===== src/logic/lic_input_stage_consts.vh =====
// Constants for the input stage configuration register block.
`ifndef LIC_INPUT_STAGE_CONSTS_VH
`define LIC_INPUT_STAGE_CONSTS_VH

// Register index of the configuration word. Each index is one 32-bit word,
// so the byte address on the AHB-Lite bus is four times the index.
`define LIC_CFG_INDEX 8'hc4
`define LIC_CFG_ADDR 32'h0000_0310
`define LIC_CFG_RESET 16'h0000
// Bit 11 is reserved: never stored, always reads zero.
`define LIC_CFG_WMASK 16'hf7ff

// Field positions.
`define LIC_GAIN_IND_BIT 15
`define LIC_GAIN_HI 14
`define LIC_GAIN_LO 13
`define LIC_HPF_OFF_BIT 12
`define LIC_CLAMP_HI 10
`define LIC_CLAMP_LO 9
`define LIC_TERM_ON_BIT 8
`define LIC_GTERM_HI 7
`define LIC_GTERM_LO 6
`define LIC_IND_SEL_BIT 5
`define LIC_IND_HI 4
`define LIC_IND_LO 0

// Global gain encodings.
`define LIC_GAIN_18DB 2'b00
`define LIC_GAIN_24DB 2'b01
`define LIC_GAIN_12DB 2'b10
`define LIC_GAIN_RSVD 2'b11

// Automatic clamp level code.
`define LIC_CLAMP_AUTO 2'b00

// AHB encodings used by the slave.
`define LIC_HSIZE_WORD 3'b010
`define LIC_HRESP_OKAY 1'b0

`endif


===== src/logic/lic_input_stage_cfg.v =====
// AHB-Lite slave holding the receive input stage configuration register and its decode.
//
// The placing of the registers and the AHB-Lite slave port were decided locally.
`timescale 1ns/1ns
`default_nettype none
`include "lic_input_stage_consts.vh"

module lic_input_stage_cfg (
    input wire hclk,
    input wire hresetn,
    input wire clk_en,
    input wire hsel,
    input wire [31:0] haddr,
    input wire [1:0] htrans,
    input wire hwrite,
    input wire [2:0] hsize,
    input wire [31:0] hwdata,
    input wire hready,
    output wire hreadyout,
    output wire hresp,
    output reg [31:0] hrdata,
    output wire per_channel_gain_select,
    output wire [1:0] global_amp_gain,
    output wire gain_valid,
    output wire amp_highpass_off,
    output wire [1:0] input_clamp_level,
    output wire clamp_auto,
    output wire termination_on,
    output wire [1:0] global_termination_code,
    output wire individual_resistor_select,
    output wire [4:0] individual_resistor_code,
    output reg [4:0] active_resistor_code,
    output reg [10:0] input_impedance_ohms
);

////////////////////////////////////////////////////////////////////////////////

reg [15:0] cfg_q;
reg wr_pend_q;
wire xfer;
wire addr_hit;
wire wr_commit;
wire [15:0] wdata_masked;
wire [15:0] cfg_next;
reg [4:0] eff_code;
wire wr_take;
wire rd_take;
wire size_word;
wire [31:0] rd_word;

// Decoded views of the stored fields.
reg gain_ok;
reg clamp_is_auto;

// The slave never inserts wait states of its own; a low clock enable stalls
// the bus instead, so no transfer is half taken while state is frozen.
assign hreadyout = clk_en;
assign hresp = `LIC_HRESP_OKAY;

assign xfer = hsel & htrans[1] & hready;
assign addr_hit = ({haddr[31:2], 2'b00} == `LIC_CFG_ADDR);
assign size_word = (hsize == `LIC_HSIZE_WORD);

// Narrow writes are dropped whole: a half-word store would leave the
// register half updated, which software has no way to see or undo.
assign wr_take = xfer & hwrite & addr_hit & size_word;
assign rd_take = xfer & ~hwrite;
assign wr_commit = wr_pend_q & clk_en;
assign wdata_masked = hwdata[15:0] & `LIC_CFG_WMASK;
assign cfg_next = wr_commit ? wdata_masked : cfg_q;

// Readback shows the value that stands after this edge, upper half zero.
assign rd_word = {16'h0000, cfg_next};

////////////////////////////////////////////////////////////////////////////////

// Address phase arms a write; the data phase commits it. A read in the
// cycle after a write sees the new value through cfg_next.
always @(posedge hclk or negedge hresetn)
begin
    if (!hresetn)
    begin
        cfg_q <= `LIC_CFG_RESET;
        wr_pend_q <= 1'b0;
        hrdata <= 32'h0000_0000;
    end
    else if (clk_en)
    begin
        cfg_q <= cfg_next;
        wr_pend_q <= wr_take;
        if (rd_take)
        begin
            if (addr_hit)
            begin
                hrdata <= rd_word;
            end
            else
            begin
                hrdata <= 32'h0000_0000;
            end
        end
    end
end

////////////////////////////////////////////////////////////////////////////////

assign per_channel_gain_select = cfg_q[`LIC_GAIN_IND_BIT];
assign global_amp_gain = cfg_q[`LIC_GAIN_HI:`LIC_GAIN_LO];
assign gain_valid = gain_ok;
assign amp_highpass_off = cfg_q[`LIC_HPF_OFF_BIT];
assign input_clamp_level = cfg_q[`LIC_CLAMP_HI:`LIC_CLAMP_LO];
assign clamp_auto = clamp_is_auto;
assign termination_on = cfg_q[`LIC_TERM_ON_BIT];
assign global_termination_code = cfg_q[`LIC_GTERM_HI:`LIC_GTERM_LO];
assign individual_resistor_select = cfg_q[`LIC_IND_SEL_BIT];
assign individual_resistor_code = cfg_q[`LIC_IND_HI:`LIC_IND_LO];

// Only the three documented gain codes count. The reserved code is refused
// here so that nothing downstream picks a table column for it.
always @*
begin
    case (global_amp_gain)
        `LIC_GAIN_18DB: gain_ok = 1'b1;
        `LIC_GAIN_24DB: gain_ok = 1'b1;
        `LIC_GAIN_12DB: gain_ok = 1'b1;
        default: gain_ok = 1'b0;
    endcase
end

// The three fixed clamp codes are passed on as stored.
always @*
begin
    case (input_clamp_level)
        `LIC_CLAMP_AUTO: clamp_is_auto = 1'b1;
        default: clamp_is_auto = 1'b0;
    endcase
end

////////////////////////////////////////////////////////////////////////////////

// Resistor code that gives the nearest match to the global termination
// value at each gain, except that at 12 dB the first value leaves the input at high impedance.
// At 18 dB only the last value is exact, so the closest is used for the other three.
function [4:0] global_map;
    input [1:0] gain;
    input [1:0] gcode;
    begin
        case (gain)
            `LIC_GAIN_18DB:
            begin
                case (gcode)
                    2'b00: global_map = 5'h07;
                    2'b01: global_map = 5'h0e;
                    2'b10: global_map = 5'h1c;
                    default: global_map = 5'h18;
                endcase
            end
            `LIC_GAIN_24DB:
            begin
                case (gcode)
                    2'b00: global_map = 5'h01;
                    2'b01: global_map = 5'h02;
                    2'b10: global_map = 5'h04;
                    default: global_map = 5'h08;
                endcase
            end
            `LIC_GAIN_12DB:
            begin
                case (gcode)
                    2'b00: global_map = 5'h00;
                    2'b01: global_map = 5'h03;
                    2'b10: global_map = 5'h06;
                    default: global_map = 5'h0c;
                endcase
            end
            default: global_map = 5'h00;
        endcase
    end
endfunction

// Active termination resistance in ohms for a code at a gain; zero means
// high impedance. The passive 15 kohm in parallel is not folded in.
function [10:0] imp_lookup;
    input [1:0] gain;
    input [4:0] code;
    begin
        case ({gain, code})
            // 18 dB column. Code zero leaves the input at high impedance.
            7'h00: imp_lookup = 11'h000;
            7'h01: imp_lookup = 11'h05a;
            7'h02: imp_lookup = 11'h0b4;
            7'h03: imp_lookup = 11'h03c;
            7'h04: imp_lookup = 11'h168;
            7'h05: imp_lookup = 11'h048;
            7'h06: imp_lookup = 11'h078;
            7'h07: imp_lookup = 11'h033;
            7'h08: imp_lookup = 11'h2d0;
            7'h09: imp_lookup = 11'h050;
            7'h0a: imp_lookup = 11'h090;
            7'h0b: imp_lookup = 11'h037;
            7'h0c: imp_lookup = 11'h0f0;
            7'h0d: imp_lookup = 11'h041;
            7'h0e: imp_lookup = 11'h067;
            7'h0f: imp_lookup = 11'h030;
            7'h10: imp_lookup = 11'h384;
            7'h11: imp_lookup = 11'h052;
            7'h12: imp_lookup = 11'h096;
            7'h13: imp_lookup = 11'h038;
            7'h14: imp_lookup = 11'h101;
            7'h15: imp_lookup = 11'h043;
            7'h16: imp_lookup = 11'h06a;
            7'h17: imp_lookup = 11'h031;
            7'h18: imp_lookup = 11'h190;
            7'h19: imp_lookup = 11'h049;
            7'h1a: imp_lookup = 11'h07c;
            7'h1b: imp_lookup = 11'h034;
            7'h1c: imp_lookup = 11'h0bd;
            7'h1d: imp_lookup = 11'h03d;
            7'h1e: imp_lookup = 11'h05c;
            7'h1f: imp_lookup = 11'h02e;

            // 24 dB column.
            7'h20: imp_lookup = 11'h000;
            7'h21: imp_lookup = 11'h032;
            7'h22: imp_lookup = 11'h064;
            7'h23: imp_lookup = 11'h021;
            7'h24: imp_lookup = 11'h0c8;
            7'h25: imp_lookup = 11'h028;
            7'h26: imp_lookup = 11'h043;
            7'h27: imp_lookup = 11'h01d;
            7'h28: imp_lookup = 11'h190;
            7'h29: imp_lookup = 11'h02c;
            7'h2a: imp_lookup = 11'h050;
            7'h2b: imp_lookup = 11'h01f;
            7'h2c: imp_lookup = 11'h085;
            7'h2d: imp_lookup = 11'h024;
            7'h2e: imp_lookup = 11'h039;
            7'h2f: imp_lookup = 11'h01b;
            7'h30: imp_lookup = 11'h1f4;
            7'h31: imp_lookup = 11'h02d;
            7'h32: imp_lookup = 11'h053;
            7'h33: imp_lookup = 11'h01f;
            7'h34: imp_lookup = 11'h08f;
            7'h35: imp_lookup = 11'h025;
            7'h36: imp_lookup = 11'h03b;
            7'h37: imp_lookup = 11'h01b;
            7'h38: imp_lookup = 11'h0de;
            7'h39: imp_lookup = 11'h029;
            7'h3a: imp_lookup = 11'h045;
            7'h3b: imp_lookup = 11'h01d;
            7'h3c: imp_lookup = 11'h069;
            7'h3d: imp_lookup = 11'h022;
            7'h3e: imp_lookup = 11'h033;
            7'h3f: imp_lookup = 11'h019;

            // 12 dB column.
            7'h40: imp_lookup = 11'h000;
            7'h41: imp_lookup = 11'h096;
            7'h42: imp_lookup = 11'h12c;
            7'h43: imp_lookup = 11'h064;
            7'h44: imp_lookup = 11'h258;
            7'h45: imp_lookup = 11'h078;
            7'h46: imp_lookup = 11'h0c8;
            7'h47: imp_lookup = 11'h056;
            7'h48: imp_lookup = 11'h4b0;
            7'h49: imp_lookup = 11'h085;
            7'h4a: imp_lookup = 11'h0f0;
            7'h4b: imp_lookup = 11'h05c;
            7'h4c: imp_lookup = 11'h190;
            7'h4d: imp_lookup = 11'h06d;
            7'h4e: imp_lookup = 11'h0ab;
            7'h4f: imp_lookup = 11'h050;
            7'h50: imp_lookup = 11'h5dc;
            7'h51: imp_lookup = 11'h088;
            7'h52: imp_lookup = 11'h0fa;
            7'h53: imp_lookup = 11'h05e;
            7'h54: imp_lookup = 11'h1ad;
            7'h55: imp_lookup = 11'h06f;
            7'h56: imp_lookup = 11'h0b0;
            7'h57: imp_lookup = 11'h051;
            7'h58: imp_lookup = 11'h29b;
            7'h59: imp_lookup = 11'h07a;
            7'h5a: imp_lookup = 11'h0cf;
            7'h5b: imp_lookup = 11'h057;
            7'h5c: imp_lookup = 11'h13c;
            7'h5d: imp_lookup = 11'h066;
            7'h5e: imp_lookup = 11'h09a;
            7'h5f: imp_lookup = 11'h04c;
            // The reserved gain has no column and reads as high impedance.
            default: imp_lookup = 11'h000;
        endcase
    end
endfunction

////////////////////////////////////////////////////////////////////////////////

// A reserved gain has no valid table column, so termination is parked at
// high impedance rather than guessing a resistor setting.
always @*
begin
    eff_code = 5'h00;
    if (termination_on & gain_valid)
    begin
        if (individual_resistor_select)
        begin
            eff_code = individual_resistor_code;
        end
        else
        begin
            eff_code = global_map(global_amp_gain, global_termination_code);
        end
    end
end

always @(posedge hclk or negedge hresetn)
begin
    if (!hresetn)
    begin
        active_resistor_code <= 5'h00;
        input_impedance_ohms <= 11'h000;
    end
    else if (clk_en)
    begin
        active_resistor_code <= eff_code;
        input_impedance_ohms <= imp_lookup(global_amp_gain, eff_code);
    end
end

endmodule
`default_nettype wire


===== config.mk =====
export PLATFORM = sky130hd
export DESIGN_NAME = lic_input_stage_cfg
export DESIGN_NICKNAME = d
export VERILOG_FILES = /design/src/logic/lic_input_stage_cfg.v
export VERILOG_INCLUDE_DIRS = /design/src /design/src/logic
export SDC_FILE = /design/constraint.sdc
export NUM_CORES = 1
export LEC_CHECK = 0
export BUFFER_PORTS_ARGS = -buffer_cell sky130_fd_sc_hd__buf_2
export CORE_MARGIN = 2
export CORE_UTILIZATION = 40
export DETAILED_ROUTE_END_ITERATION = 8
export PLACE_DENSITY = 0.72
export SLEW_MARGIN = 40
export SYNTH_ARGS = -nofsm -noshare
export SYNTH_HDL_FRONTEND = slang
export SYNTH_SLANG_ARGS = --single-unit

===== constraint.sdc =====
create_clock -name hclk -period 3.5 [get_ports hclk]
set_input_delay 0.525 -clock hclk [delete_from_list [all_inputs] [get_ports hclk]]
set_output_delay 0.525 -clock hclk [all_outputs]
set_load 0.05 [all_outputs]

==> flow_summary.yaml <==
clock_tree:
  cts.clk_slew.worst_paths_ns: 0.10
  hold_buffers: 0
  postCtsSetupBuffers: 0
  cts_buffer_depth: 2
  cts_tree: "built"
  htreeDepth: 2
  numClockSinks: 49
  clk_latency_ns: 0.31
  numCtsBuffers: 5
  cts-resized-gates: 0
  clock-root-buffer: "clkbuf_8"
timing:
  hold_viol: 0
  tightestPinTransition_ns: 0.703
  post-route-period-util_pct: 92.7
  fin_worst_skew_ns: 0.0140
  finalSetupTns_ns: 0
  clock.fmax_ghz: 0.308
  fin_crit_ns: 3.25
  max_slew_margin_pct: 53.0
  drv_slew: 0
  grt_setup_unrepaired: "false"
  finalSetupViolations: 0
routing:
  via_per_inst: 5.92
  wl_um: 12900
  drt_iter0_drc: 495
  post_drt_wl_per_cell_um: 18.3
  ant_nets: 0
  num_vias: 4165
  drcViolationCount: 0
  firstDrtPassIters: 7
synth:
  synth-simple-area-share_pct: 20.2
  yosysWarnings: 0
  syn_avg_cell_area_um2: 8.37
  synth_cells: 481
  ys_seq_area_share_pct: 30.5
  synthFlopType: "dfrtp_1"
  synthTopCellsByArea: "dfrtp_1 (30%), buf_4 (6.0%), mux2_2 (5.6%), nand2_1 (4.4%), a21oi_1 (4.2%)"
  synthesis.area_um2: 4030
  synthMuxAreaShare_pct: 5.60
  synth_top_family_by_area: "compound AO/OA/AOI/OAI gates"
  yosys.area_share.xor_xnor_pct: 0.653
  yosysTopAreaCell: "dfrtp_1"
  yosysUniqueCellTypes: 75
  synth_top_area_share_pct: 30.5
  synth_edf_count: 0
  async_reset_ff_share_pct: 100
  synth_compound_area_share_pct: 27.4
  synth_seq_cells: 49
  synth_adder_area_share_pct: 3.42
global_route:
  antenna_found_initial: 0
  grt_pass1_wl_um: 20800
  grt_overflow_total: 0
  grt_usage_pct: 23.4
  grt_pass1_vias: 4050
  grt_max_degree: 50
power:
  p_per_area_nw_per_um2: 242
  leakage_uw: 0.00216
  ir_worst_vdd_mv: 0.246
placed_design:
  post-place-cells: 696
  io_buffer_count: 104
  dp.final_hpwl_um: 9630
  place_congestion: 0.997
layout:
  regArea_um2: 1230
  multi_input_area_um2: 2380
  layoutNonFillerInstCount: 704
  drive_gt1_share_pct: 32.6
  mostFrequentLayoutCells: "buf_2 (103), dfrtp_1 (49), nand2_1 (47), nor2_1 (38), a21oi_1 (34)"
  layout.nets: 656
  antenna_cells: 0
  syn2layout_area_growth_pct: 17.4
  fillers: 947
  final_common_cell: "buf_2"
worst_setup_path:
  required_ns: 3.73
  startpoint_type: "flop"
  timing.rr.end: "input_impedance_ohms[0]$_DFFE_PN0P_"
  path_class: "flop to flop"
  rr_worst_depth: 11
  crit_path_end_kind: "flop"
  rr_startpoint: "cfg_q[6]$_DFFE_PN0P_"
  r2r_slack_ns: 0.25
  cp-endpoint: "input_impedance_ohms[0]$_DFFE_PN0P_"
  critPathMaxFanout: 7
  cp.arrival_ns: 3.48
  critPathLaunch: "cfg_q[6]$_DFFE_PN0P_"
floorplanning:
  die_height_um: 104
  num_rows: 36
  ios: 142
  fp.dieW_um: 104
  start_util_pct: 41.2
  core_area_um2: 9770
  dieArea_um2: 10900
worst_hold_path:
  min_path_type: "primary input to async pin"
job:
  maxCapViolCount: 0
run_status:
  status: "finished, final reports clean"
## cells by family (layout without fill, tap and decap cells)
family          count (synthesis)  in the layout
compound gates                154            154
xor+xnor                        3              3
fa+ha+maj                      11             11
buf+inv                        82            156
flops                          49             49
mux                            20             20
other cells                     1             17
simple gates                  161            161
## metrics by stage
stage          util (%)  hold slack, ns  total power, uW  setup slack (ns)  area (um2)
2_1_floorplan         -           0.229              691             0.483        4090
6_report           48.3           0.214             1140             0.254        4720
3_5_place_dp       47.1           0.449              730             0.395        4600
3_3_place_gp       47.1           0.439              728             0.392        4600
4_1_cts            48.3           0.232             1160             0.370        4720
5_1_grt            48.3           0.254             1190            0.0486        4720
## routing by layer
metal	up-vias	routed length (um)	GRT usage (%)
met1	1935	5060	29.9
met5	-	0	0
met4	0	386	10.9
li1	1904	-	-
met2	281	6130	37.7
met3	45	1300	4.76
## cell usage after synthesis (all sizes together), types with 6 or more instances
master  instances
buf            51
dfrtp          49
nand2          49
nor2           39
a21oi          34
o21ai          33
clkbuf         20
mux2           20
nand2b         18
nor3           15
a31oi          11
ha             11
inv            11
nand3          10
nor4            6
## registers in the layout, summed over array words and instances, names as in the netlist
name,cells
cfg_q,16
hrdata,16
input_impedance_ohms,11
active_resistor_code,5
wr_pend_q,1
## how the worst min path moves through the flow
| stage | endpoint | slack, ns | depth (start not counted) | start |
|---|---|---|---|---|
| 3_5_place_dp | cfg_q[11]$_DFFE_PN0P_ | 0.45 | 2 | cfg_q[11]$_DFFE_PN0P_ |
| 3_3_place_gp | cfg_q[11]$_DFFE_PN0P_ | 0.44 | 2 | cfg_q[11]$_DFFE_PN0P_ |
| 5_1_grt | cfg_q[1]$_DFFE_PN0P_ | 0.25 | 1 | hresetn |
| 2_1_floorplan | active_resistor_code[0]$_DFFE_PN0P_ | 0.23 | 0 | hresetn |
| 6_report | cfg_q[1]$_DFFE_PN0P_ | 0.21 | 1 | hresetn |
| 4_1_cts | hrdata[1]$_DFFE_PN0P_ | 0.23 | 1 | hresetn |
## power breakdown
part           leakage, uW  internal, uW  switching [uW]
Combinational      0.00143          37.4             103
Sequential        0.000671           573            4.44
Clock            0.0000574           232             191
## final cells by class
cell class / count / area share [%]
inverters: 11 / 0.927
multi-input cells: 366 / 50.5
well taps: 133 / 3.52
flip-flops and latches: 49 / 26.0
clock buffers: 6 / 1.75
clock inverters: 2 / 0.794
repair buffers: 137 / 16.6
## worst max-delay path, cell delays in order (launching register included)
cell       delay (ns)
dfrtp_1          0.46
inv_1            0.12
ha_1             0.31
a221o_1          0.34
o221a_1          0.37
inv_4            0.13
ha_1             0.35
and2_1           0.17
o21ai_0          0.08
a2111oi_0        0.49
a31oi_1          0.15
a31oi_1          0.20
Note: power is estimated with default switching activity, not from simulation.
